--- config.mk ---
export PLATFORM = sky130hd
export DESIGN_NAME = cir_dev_flat
export DESIGN_NICKNAME = d
export VERILOG_FILES = /design/src/pkg/cir_pkg.sv /design/src/pkg/cir_if.sv /design/src/cir_dev.sv /design/src/flat_wrapper.sv
export SDC_FILE = /design/constraint.sdc
export NUM_CORES = 1
export LEC_CHECK = 0
export ABC_CLOCK_PERIOD_IN_PS = 3400
export BUFFER_PORTS_ARGS = -buffer_cell sky130_fd_sc_hd__buf_2
export CELL_PAD_IN_SITES_DETAIL_PLACEMENT = 0
export CELL_PAD_IN_SITES_GLOBAL_PLACEMENT = 1
export CORE_MARGIN = 2
export CORE_UTILIZATION = 38
export CTS_CLUSTER_DIAMETER = 40
export DETAILED_ROUTE_END_ITERATION = 10
export GPL_TIMING_DRIVEN = 0
export PLACE_DENSITY = 0.92
export SLEW_MARGIN = 30
export SYNTH_ARGS = -nofsm -noshare
export SYNTH_HDL_FRONTEND = slang
export SYNTH_SLANG_ARGS = --single-unit
--- constraint.sdc ---
create_clock -name clk -period 3.4 [get_ports clk]
set_input_delay 0.85 -clock clk [delete_from_list [all_inputs] [get_ports clk]]
set_output_delay 0.85 -clock clk [all_outputs]
set_load 0.03 [all_outputs]
--- src/pkg/cir_pkg.sv ---
// Purpose: Shared constants and types for the cascaded interrupt routing pair
// Assumes: One clock, synchronous active-high reset
// Notes:   Vector and dismissal codes are byte values seen on the link
package cir_pkg;
	localparam int          NUM_SER         = 3;
	localparam logic [7:0]  VEC_MASTER_BASE = 8'h60;
	localparam logic [7:0]  VEC_SLAVE_BASE  = 8'h68;
	localparam logic [7:0]  VEC_CLEANUP     = 8'h6f;
	localparam logic [7:0]  VEC_SER_FIRST   = 8'h70;
	localparam logic [7:0]  VEC_SER_LAST    = 8'h9f;
	localparam logic [7:0]  EOI_BASE        = 8'h60;
	localparam logic [7:0]  EOI_CASCADE     = 8'h67;
	localparam logic [7:0]  EOI_SERIAL_LVL  = 8'h61;
	localparam logic [7:0]  SER_EOI_CODE    = 8'h38;
	localparam logic [7:0]  SER_BASE_ONB    = 8'h70;
	localparam logic [7:0]  SER_BASE_ASYNC  = 8'h80;
	localparam logic [7:0]  SER_BASE_SYNC   = 8'h90;
	localparam logic [7:0]  SER_BASE_RST    = 8'h00;
	localparam int          SAV_BIT         = 2;
	localparam logic [7:0]  WR1_INIT        = 8'h04;
	localparam logic [2:0]  SERIAL_LVL      = 3'h1;
	localparam logic [2:0]  CASCADE_LVL     = 3'h7;
	localparam logic [1:0]  GAP_CYCLES      = 2'h2;

	typedef enum logic [1:0] {
		CP_MASTER,
		CP_SLAVE,
		CP_SER_A,
		CP_SER_B
	} cir_port_t;

	typedef enum logic [1:0] {
		CR_WR0,
		CR_WR1,
		CR_WR2,
		CR_NONE
	} cir_reg_t;
endpackage

--- src/pkg/cir_if.sv ---
// Purpose: Link between the interrupt routing device and the servicing host
// Assumes: Both ends on the same clock
// Notes:   Acknowledge, vector answer and command write channels
`timescale 1ns/1ps
interface cir_if;
	import cir_pkg::*;
	logic            irq;
	logic            inta;
	logic            vec_valid;
	logic [7:0]      vec;
	logic            cmd_valid;
	cir_port_t       cmd_port;
	logic [1:0]      cmd_unit;
	cir_reg_t        cmd_reg;
	logic [7:0]      cmd_data;

	modport dev (
		output irq, vec_valid, vec,
		input  inta, cmd_valid, cmd_port, cmd_unit, cmd_reg, cmd_data
	);
	modport host (
		input  irq, vec_valid, vec,
		output inta, cmd_valid, cmd_port, cmd_unit, cmd_reg, cmd_data
	);
endinterface

--- src/cir_dev.sv ---
// Purpose: Cascaded priority interrupt pair with daisy-chained serial vectors
// Assumes: Requests are levels synchronous to clk; ce low freezes all state
// Notes:   Vector answer one cycle after acknowledge
// Behaviour
// - Master and slave cascaded, fully nested mode
// - Master level n gives 60h plus n
// - Master 7 cascades; slave n gives 68h+n
// - Serial vectors in 70h, 80h, 90h ranges
// - Host dismisses master level with 60h+n
// - Host dismisses slave: slave 60h+n, master 67h
// - Host dismisses serial: 38h, then master 61h
// - Host loads serial bases 70h, 80h, 90h
// - Host sets status-modifies-vector in each controller
// - Vector offsets: B tx, ext, rx, special, A
// - Status-modifies-vector is WR1 bit 2, channel B
`timescale 1ns/1ps
module cir_dev
	import cir_pkg::*;
#(
	parameter int N_SER = cir_pkg::NUM_SER
) (
	input  wire logic                    clk,
	input  wire logic                    rst,
	input  wire logic                    ce,
	cir_if.dev                           lnk,
	input  wire logic [5:0]              mreq,
	input  wire logic [7:0]              sreq,
	input  wire logic [N_SER-1:0][7:0]   ser_req,
	output logic      [7:0]              m_isr_r,
	output logic      [7:0]              s_isr_r,
	output logic      [N_SER-1:0]        ser_ius_r,
	output logic      [N_SER-1:0]        ser_sav_r
);
	import cir_pkg::*;

	function automatic logic [3:0] first_set(input logic [7:0] v);
		logic [3:0] r;
		r = 4'h0;
		for (int i = 7; i >= 0; i--) begin
			if (v[i]) begin
				r = {1'b1, 3'(i)};
			end
		end
		return r;
	endfunction

	// Level mask of a 60h-plus-level dismissal code, zero otherwise
	function automatic logic [7:0] eoi_mask(input logic [7:0] d);
		logic [7:0] m;
		m = 8'h00;
		if (d[7:3] == EOI_BASE[7:3]) begin
			m[d[2:0]] = 1'b1;
		end
		return m;
	endfunction

	logic             irq_r;
	logic             vec_valid_r;
	logic [7:0]       vec_r;
	logic [7:0]       ser_base_r [N_SER];
	logic [7:0]       ser_base_nxt [N_SER];
	logic [N_SER-1:0] ser_sav_nxt;
	logic [N_SER-1:0] ser_wr_b;

	logic [7:0]       m_irr;
	logic [7:0]       m_ok;
	logic [7:0]       s_ok;
	logic [7:0]       ser_pend;
	logic [N_SER-1:0] ser_live;
	logic [3:0]       m_pick;
	logic [3:0]       s_pick;
	logic [3:0]       u_pick;
	logic [3:0]       c_pick;
	logic [7:0]       ser_sel_req;
	logic [7:0]       ser_vec;
	logic [7:0]       vec_nxt;
	logic             ack;
	logic [7:0]       m_set;
	logic [7:0]       s_set;
	logic [7:0]       m_clr;
	logic [7:0]       s_clr;
	logic [N_SER-1:0] ius_set;
	logic [N_SER-1:0] ius_clr;
	logic [2:0]       unit;
	logic             unit_ok;
	logic             cmd_eoi;

	assign lnk.irq       = irq_r;
	assign lnk.vec_valid = vec_valid_r;
	assign lnk.vec       = vec_r;

	// nested priority, each in-service bit blocks its level and all higher-numbered levels
	genvar g;
	generate
		for (g = 0; g < 8; g++) begin : g_nest
			assign m_ok[g] = m_irr[g] & ~(|m_isr_r[g:0]);
			assign s_ok[g] = sreq[g] & ~(|s_isr_r[g:0]);
		end
		// Daisy chain: a controller in service blocks itself and those behind it
		for (g = 0; g < N_SER; g++) begin : g_chain
			assign ser_live[g] = (|ser_req[g]) & ~(|ser_ius_r[g:0]);
		end
	endgenerate

	// slave output feeds master level 7; serial chain feeds level 1
	assign m_irr    = {(|s_ok), mreq[5:1], (|ser_live), mreq[0]};
	assign ser_pend = 8'(ser_live);
	assign m_pick   = first_set(m_ok);
	assign s_pick   = first_set(s_ok);
	assign u_pick   = first_set(ser_pend);
	assign unit     = u_pick[2:0];
	assign ser_sel_req = ser_req[unit[1:0]];
	assign c_pick   = first_set(ser_sel_req);

	// cause index sits in vector bits 3..1 when status modifies vector
	assign ser_vec = ser_sav_r[unit[1:0]]
		? {ser_base_r[unit[1:0]][7:4], c_pick[2:0], ser_base_r[unit[1:0]][0]}
		: ser_base_r[unit[1:0]];

	always_comb begin
		vec_nxt = VEC_CLEANUP;
		m_set   = 8'h00;
		s_set   = 8'h00;
		ius_set = '0;
		if (ack && m_pick[3]) begin
			m_set[m_pick[2:0]] = 1'b1;
			if (m_pick[2:0] == CASCADE_LVL) begin
				// slave level n answers 68h plus n
				vec_nxt = VEC_SLAVE_BASE + {5'h00, s_pick[2:0]};
				s_set[s_pick[2:0]] = 1'b1;
			end else if (m_pick[2:0] == SERIAL_LVL) begin
				// vector taken from the chosen controller's own base
				vec_nxt = ser_vec;
				ius_set[unit[1:0]] = 1'b1;
			end else begin
				// master level n answers 60h plus n
				vec_nxt = VEC_MASTER_BASE + {5'h00, m_pick[2:0]};
			end
		end
	end

	// Ack taken on every enabled edge; an empty ack answers cleanup
	assign ack     = lnk.inta;
	assign unit_ok = lnk.cmd_unit < 2'(N_SER);
	// dismissal code on channel A register 0 ends controller service
	assign cmd_eoi = lnk.cmd_valid && lnk.cmd_port == CP_SER_A
		&& lnk.cmd_reg == CR_WR0 && lnk.cmd_data == SER_EOI_CODE && unit_ok;

	// master in-service cleared by 60h plus level
	assign m_clr = (lnk.cmd_valid && lnk.cmd_port == CP_MASTER)
		? eoi_mask(lnk.cmd_data) : 8'h00;
	// slave in-service cleared by 60h plus level on slave port
	assign s_clr = (lnk.cmd_valid && lnk.cmd_port == CP_SLAVE)
		? eoi_mask(lnk.cmd_data) : 8'h00;
	assign ius_clr = cmd_eoi ? N_SER'(1 << lnk.cmd_unit) : '0;

	// Every register below holds while ce is low
	// Acknowledge sets win over a dismissal in the same cycle
	always_ff @(posedge clk) begin
		if (rst) begin
			m_isr_r   <= 8'h00;
			s_isr_r   <= 8'h00;
			ser_ius_r <= '0;
		end else if (ce) begin
			m_isr_r   <= (m_isr_r & ~m_clr) | m_set;
			s_isr_r   <= (s_isr_r & ~s_clr) | s_set;
			ser_ius_r <= (ser_ius_r & ~ius_clr) | ius_set;
		end
	end

	always_ff @(posedge clk) begin
		if (rst) begin
			irq_r       <= 1'b0;
			vec_valid_r <= 1'b0;
			vec_r       <= 8'h00;
		end else if (ce) begin
			irq_r       <= |m_ok;
			vec_valid_r <= ack;
			if (ack) begin
				vec_r <= vec_nxt;
			end
		end
	end

	// base and status-modifies-vector only written through channel B
	generate
		for (g = 0; g < N_SER; g++) begin : g_ser
			assign ser_wr_b[g] = lnk.cmd_valid && lnk.cmd_port == CP_SER_B
				&& lnk.cmd_unit == 2'(g);
			// base lands from register 2 writes
			assign ser_base_nxt[g] = (ser_wr_b[g] && lnk.cmd_reg == CR_WR2)
				? lnk.cmd_data : ser_base_r[g];
			// vector status bit from register 1 writes
			assign ser_sav_nxt[g] = (ser_wr_b[g] && lnk.cmd_reg == CR_WR1)
				? lnk.cmd_data[SAV_BIT] : ser_sav_r[g];
		end
	endgenerate

	// One process owns every controller's base and status bit
	always_ff @(posedge clk) begin
		if (rst) begin
			ser_base_r <= '{default: SER_BASE_RST};
			ser_sav_r  <= '0;
		end else if (ce) begin
			ser_base_r <= ser_base_nxt;
			ser_sav_r  <= ser_sav_nxt;
		end
	end
endmodule

--- src/flat_wrapper.sv ---
// flat-port wrapper written by rule: the top's interface ports become plain ports
module cir_dev_flat import cir_pkg::*;
#(
	parameter int N_SER = cir_pkg::NUM_SER
)
  (clk, rst, ce, mreq, sreq, ser_req, m_isr_r, s_isr_r, ser_ius_r, ser_sav_r, lnk_irq, lnk_vec_valid, lnk_vec, lnk_inta, lnk_cmd_valid, lnk_cmd_port, lnk_cmd_unit, lnk_cmd_reg, lnk_cmd_data);
  cir_if lnk_i ();
  input  wire logic clk;
  input  wire logic rst;
  input  wire logic ce;
  input  wire logic [5:0] mreq;
  input  wire logic [7:0] sreq;
  input  wire logic [N_SER-1:0][7:0] ser_req;
  output logic      [7:0] m_isr_r;
  output logic      [7:0] s_isr_r;
  output logic      [N_SER-1:0] ser_ius_r;
  output logic      [N_SER-1:0] ser_sav_r;
  output wire logic [$bits(lnk_i.irq)-1:0] lnk_irq;
  output wire logic [$bits(lnk_i.vec_valid)-1:0] lnk_vec_valid;
  output wire logic [$bits(lnk_i.vec)-1:0] lnk_vec;
  input wire logic [$bits(lnk_i.inta)-1:0] lnk_inta;
  input wire logic [$bits(lnk_i.cmd_valid)-1:0] lnk_cmd_valid;
  input wire logic [$bits(lnk_i.cmd_port)-1:0] lnk_cmd_port;
  input wire logic [$bits(lnk_i.cmd_unit)-1:0] lnk_cmd_unit;
  input wire logic [$bits(lnk_i.cmd_reg)-1:0] lnk_cmd_reg;
  input wire logic [$bits(lnk_i.cmd_data)-1:0] lnk_cmd_data;
  assign lnk_irq = lnk_i.irq;
  assign lnk_vec_valid = lnk_i.vec_valid;
  assign lnk_vec = lnk_i.vec;
  assign lnk_i.inta = lnk_inta;
  assign lnk_i.cmd_valid = lnk_cmd_valid;
  assign lnk_i.cmd_port = lnk_cmd_port;
  assign lnk_i.cmd_unit = lnk_cmd_unit;
  assign lnk_i.cmd_reg = lnk_cmd_reg;
  assign lnk_i.cmd_data = lnk_cmd_data;
  cir_dev #(.N_SER(N_SER)) u_core (.clk(clk), .rst(rst), .ce(ce), .lnk(lnk_i), .mreq(mreq), .sreq(sreq), .ser_req(ser_req), .m_isr_r(m_isr_r), .s_isr_r(s_isr_r), .ser_ius_r(ser_ius_r), .ser_sav_r(ser_sav_r));
endmodule
== After elaboration in Yosys (flattened, before gate mapping) ==
Cells that the tools add are included.

* Output and inout bits: 32
* Register bits after elaboration: 56
* Input bits: 57

* Multiplexer cells: 56
* Equality and inequality tests: 11
* Order comparisons: 10
* Bitwise gates (word level): 48
* Reductions and logical operators: 53
* $add $sub $neg: 2
* Shifts and indexed selects: 1

{| class="wikitable"
|+ Operators with widths
! operator !! count
|-
| $mux 8 || 12
|-
| $mux 3 || 20
|-
| $reduce_or 8->1 || 7
|-
| $mux 4 || 9
|-
| $bmux 8 s2 || 2
|-
| $logic_and 1x1->1 || 21
|-
| $and 1x1->1 || 19
|-
| $not 1->1 || 19
|-
| $add 7x3->8 const A || 2
|-
| $and 8x8->8 || 2
|-
| $not 8->8 || 2
|-
| $or 8x8->8 || 2
|-
| $reduce_and 2->1 || 7
|-
| $reduce_or 7->1 || 2
|-
| $lt 3x4->1 const B || 3
|-
| $reduce_or 3->1 || 4
|-
| $reduce_or 6->1 || 2
|-
| $reduce_or 5->1 || 2
|-
| $demux 1 s3 || 3
|-
| $ge 3x1->1 const B || 3
|-
| $eq 2x2->1 const B || 4
|-
| $eq 8x6->1 const B || 1
|-
| $reduce_or 4->1 || 2
|-
| $eq 2x1->1 const B || 3
|-
| 18 further kinds || 28
|}

== Logic depth before layout (Yosys ltp) ==
* Depth in word-level cells: 20
* Mapped depth: 9
* Mapped depth without buffers: 7

== Least setup slack after synthesis ==
Ideal clock, no wire load.

* Kind: input to register
* Start: in ser_req[17] (netlist name)
* End: reg u_core.s_isr_r[2]
* Arrival time: 2.814 ns
* Data required time: 3.333 ns
* Buffers on the path: 0
* Slack: 0.519 ns
* Cell stages on the path: 7
* Path through: nor4_1 > a311oi_1 > or4_1 > a21oi_2 > nand2_1 > or4b_4 > o21ai_2

* Cells in the longest elaborated chain, start to end: 10
* Elaborated cells on any way between the ends: 11
* Classes of those cells: eq/ne (1); mux (4); bitwise (3); reduce/logical (3)

{| class="wikitable"
|+ Ends and longest elaborated chain
! what !! RTL line !! RTL
|-
| from (decl) || flat_wrapper.sv:13 || <nowiki>input wire logic [N_SER-1:0][7:0] ser_req;</nowiki>
|-
| $reduce_or 8->1 * || cir_dev.sv:101 || <nowiki>assign ser_live[g] = (|ser_req[g]) & ~(|ser_ius_r[g:0]);</nowiki>
|-
| $and 1x1->1 * || cir_dev.sv:101 ||
|-
| $reduce_or 3->1 * || cir_dev.sv:106 || <nowiki>assign m_irr = {(|s_ok), mreq[5:1], (|ser_live), mreq[0]};</nowiki>
|-
| $and 1x1->1 * || cir_dev.sv:96 || <nowiki>assign m_ok[g] = m_irr[g] & ~(|m_isr_r[g:0]);</nowiki>
|-
| $mux 4 * (2 in a row) || cir_dev.sv:40 || <nowiki>if (v[i]) begin</nowiki>
|-
| $eq 3x3->1 || cir_dev.sv:127 || <nowiki>if (m_pick[2:0] == CASCADE_LVL) begin</nowiki>
|-
| $mux 8 || cir_dev.sv:127 ||
|-
| $mux 8 * || cir_dev.sv:125 || <nowiki>if (ack && m_pick[3]) begin</nowiki>
|-
| $or 8x8->8 * || cir_dev.sv:166 || <nowiki>s_isr_r <= (s_isr_r & ~s_clr) | s_set;</nowiki>
|-
| to (signal assigned) || cir_dev.sv:166 ||
|-
| to (decl) || cir_dev.sv:30 || <nowiki>output logic [7:0] s_isr_r,</nowiki>
|}

Mark *: on every way between the ends. The rest lies on a longest branch, timed or not.
A chain may end at the register's enable or synchronous reset.

== Worst setup path in the final report ==
* Start: in ser_req[0] (netlist name)
* End: reg u_core.vec_r[2], in the netlist u_core.lnk.vec[2]

* Cells in the longest elaborated chain, start to end: 17
* Elaborated cells on any way between the ends: 31
* Classes of those cells: add/sub (1); eq/ne (2); mux (22); bitwise (3); reduce/logical (3)

{| class="wikitable"
|+ Ends and longest elaborated chain
! what !! RTL line !! RTL
|-
| $reduce_or 8->1 || cir_dev.sv:101 ||
|-
| $and 1x1->1 || cir_dev.sv:101 ||
|-
| $mux 2 || cir_dev.sv:40 ||
|-
| $bmux 8 s2 || cir_dev.sv:112 || <nowiki>assign ser_sel_req = ser_req[unit[1:0]];</nowiki>
|-
| $mux 8 (implied by the code) || cir_dev.sv:112 ||
|-
| $mux 3 (8 in a row) || cir_dev.sv:40 ||
|-
| $mux 4 || cir_dev.sv:117 || <nowiki>? {ser_base_r[unit[1:0]][7:4], c_pick[2:0], ser_base_r[unit[1:0]][0]}</nowiki>
|-
| $mux 8 || cir_dev.sv:131 || <nowiki>end else if (m_pick[2:0] == SERIAL_LVL) begin</nowiki>
|-
| $mux 8 || cir_dev.sv:127 ||
|-
| $mux 8 * || cir_dev.sv:125 ||
|-
| to (signal assigned) || cir_dev.sv:180 || <nowiki>vec_r <= vec_nxt;</nowiki>
|-
| to (decl) || cir_dev.sv:59 || <nowiki>logic [7:0] vec_r;</nowiki>
|}

Mark *: on every way between the ends. The rest lies on a longest branch, timed or not. The select of a mux whose other input is x is not followed.

==> impl_metrics.py <==
metrics = {
    "synth": {
        "async_reset_ff_frac": 0,
        "postSynth.topFlopCell": "dfxtp_1",
        "synth.yosys.seq_area_share": 0.338,
        "synth_edf_count": 0,
        "mappedNetlistArea_mm2": 0.00332,
        "number_of_distinct_standard_cells_referenced_by_the_synthesized_netlist": 61,
        "syn_nets": 478,
        "synth_seq_cells": 56,
        "synth_cells": 421,
        "synth_area_per_inst_um2": 7.88,
        "synth_warnings": 0,
    },
    "clocking": {
        "clkSinkCount": 56,
        "tritoncts": "yes",
        "worstSkewPairLatency_ps": 320,
        "holdBufCountCts": 0,
        "cts-root-to-sink-buffers": 2,
        "path_clk_slew_ps": 100,
        "cts_root_buf": "clkbuf_8",
        "cts_buffers": 5,
        "cts-htree-levels": 2,
    },
    "power_and_ir_drop": {
        "vdd_drop_max_uv": 265,
        "power.leakage_nw": 1.56,
        "cellPowerDensity_mw_per_mm2": 336,
        "report.power.total_mw": 1.35,
    },
    "route": {
        "drc_violations_left": 0,
        "vias": 3689,
        "detail-route-antenna-nets": 0,
        "route.detailed.wl_per_inst_um": 17.4,
        "drt_wl_total_um": 10800,
        "detail_route.first_pass.iterations": 8,
        "post_drt_via_cell_ratio": 5.93,
        "dr.first_iter.drc_count": 286,
    },
    "outcome": {
        "outcome": "complete, no violations",
    },
    "timing": {
        "finalClockSkew_ps": 13.7,
        "final.min_clock_period_ps": 3160,
        "final-max-slew-violation-count": 0,
        "slew-limit-headroom": 0.330,
        "setup_viol_count_final": 0,
        "grt_setup_unrepaired": "no",
        "setup_slack_ps": 236,
        "max_clock_freq_mhz": 316,
        "hold_viol_final": 0,
        "timing.setup.tns_ps": 0,
        "final.period_utilization": 0.931,
        "tightest_slew_ps": 1000,
    },
    "finish": {
        "design.final.nets": 570,
        "n_fill_cell": 897,
        "syn_to_final_growth_pct": 21.1,
        "drive_gt1_frac": 0.222,
        "finalCoreUtilization": 0.468,
        "n_antenna_cell": 0,
    },
    "setup_path": {
        "worstPathMaxFanout": 10,
        "worst_ep_required_time_ps": 3600,
        "critPathKind": "input pin to register",
        "start_kind": "input pin",
        "crit_path_end_kind": "register",
        "cp_data_arrival_time_ps": 3360,
    },
    "floorplan": {
        "io_pins": 89,
        "die_height_um": 97.4,
        "chipWidth_um": 97.4,
        "std_cell_rows": 34,
        "overall_die_area_mm2": 0.00949,
        "start_util": 0.386,
        "core-area_mm2": 0.00859,
    },
    "flow_run": {
        "drv_cap": 0,
    },
    "global_route": {
        "grt_overflow": 0,
        "global_route.usage.total": 0.223,
        "number_of_antenna_violations_at_the_first_check_in_global_routing": 0,
        "largest_net_degree_at_the_start_of_global_routing": 17,
        "first_global_vias": 3482,
        "grt_pass1_wl_um": 17500,
    },
    "min_path": {
        "hold_removal_path_class": "register to register",
    },
    "place": {
        "gp_routability_congestion": 0.911,
        "hpwl_um": 8300,
        "portBuffers": 85,
        "pre_cts_slack_ps": -145,
    },
}
## worst paths after layout
kind,to,from,depth (start not counted),slack (ps)
worst min register to register,u_core.ser_base_r[23],u_core.ser_base_r[23],2,500
worst min-delay path,u_core.ser_base_r[23],u_core.ser_base_r[23],2,500
worst max-delay path,u_core.lnk.vec[2],ser_req[0],8,240
worst max register to register,u_core.s_isr_r[2],u_core.s_isr_r[0],7,750
## power breakdown
group / leakage (nW) / internal [mW] / switching, mW
logic: 1.05 / 0.0837 / 0.161
registers: 0.453 / 0.665 / 0.00932
clock network: 0.0552 / 0.219 / 0.212
total: 1.56 / 0.968 / 0.382
## critical path, cell delays in order
cell	delay [ps]
buf_2	110
nor4_2	410
nand3_1	410
nor3_2	640
a221oi_1	230
and4_1	250
a211oi_1	380
nor4_1	80
## cells in the final DEF (no fill, tap or decap), types with 10 or more instances in the layout
| cell type | count |
|---|---|
| clkbuf_1 | 16 |
| nor3_1 | 11 |
| a31oi_1 | 10 |
| inv_1 | 10 |
| o21ai_0 | 25 |
| a21oi_1 | 23 |
| nand2_1 | 28 |
| nand3_1 | 13 |
| mux2i_1 | 28 |
| dfxtp_1 | 56 |
| nor2_1 | 71 |
| buf_2 | 85 |
## flip-flops by register name, summed over array words and instances, names as in the netlist
signal,flops
u_core.m_isr_r,8
u_core.lnk.vec,8
u_core.ser_sav_r,3
u_core.ser_base_r,24
u_core.lnk.irq,1
u_core.s_isr_r,8
u_core.lnk.vec_valid,1
u_core.ser_ius_r,3
## synth_stat cells (6+ instances only)
master	n	share of area
nor2_1	71	0.080
dfxtp_1	56	0.34
mux2i_1	28	0.084
nand2_1	28	0.032
o21ai_0	25	0.038
a21oi_1	23	0.035
clkbuf_1	15	0.017
nand3_1	13	0.020
nor3_1	11	0.017
a31oi_1	10	0.019
inv_1	10	0.011
nor4_1	9	0.017
nor2b_1	8	0.015
o211ai_1	8	0.018
a211oi_1	7	0.016
and2_1	6	0.011
nand2b_1	6	0.011
nor4_2	6	0.023
## through the flow
stage          std cells  hold WS, ps  cell area [um^2]
6_report             622          498              4020
4_1_cts              622          508              3990
3_3_place_gp         614          474              3880
5_1_grt              622          527              4020
2_1_floorplan        421          453              3320
3_5_place_dp         614          486              3890
## area by class of cell
class                           instances  area, um^2  share of cell area
Inverter                               10        37.5             0.00934
Sequential cell                        56        1120               0.279
Clock buffer                            6        72.6              0.0181
Buffer                                 15        56.3              0.0140
Tap cell                              108         135              0.0336
Multi-Input combinational cell        340        2130               0.531
Clock inverter                          2        35.0             0.00872
Timing Repair Buffer                   85         425               0.106
## what timing repair did
item                       4_1_cts  5_1_grt
setup endpoints to repair        0        2
setup buffers                    0        0
hold endpoints to repair         0        0
gates resized for setup          0        2
## metal layers
layer,vias up,wire (um),global-route usage
met5,-,0,0
met4,0,147,0.0513
met3,19,924,0.0403
met2,187,5270,0.377
met1,1717,4470,0.296
li1,1766,-,-
## cell families (layout without fill, tap and decap cells)
logic type,Yosys count,after routing,synth area share
flops,56,56,0.338
buf+inv,25,118,0.0283
simple gates,190,190,0.300
compound gates,122,122,0.249
mux,28,28,0.0845
(Power assumes the default switching activity.)
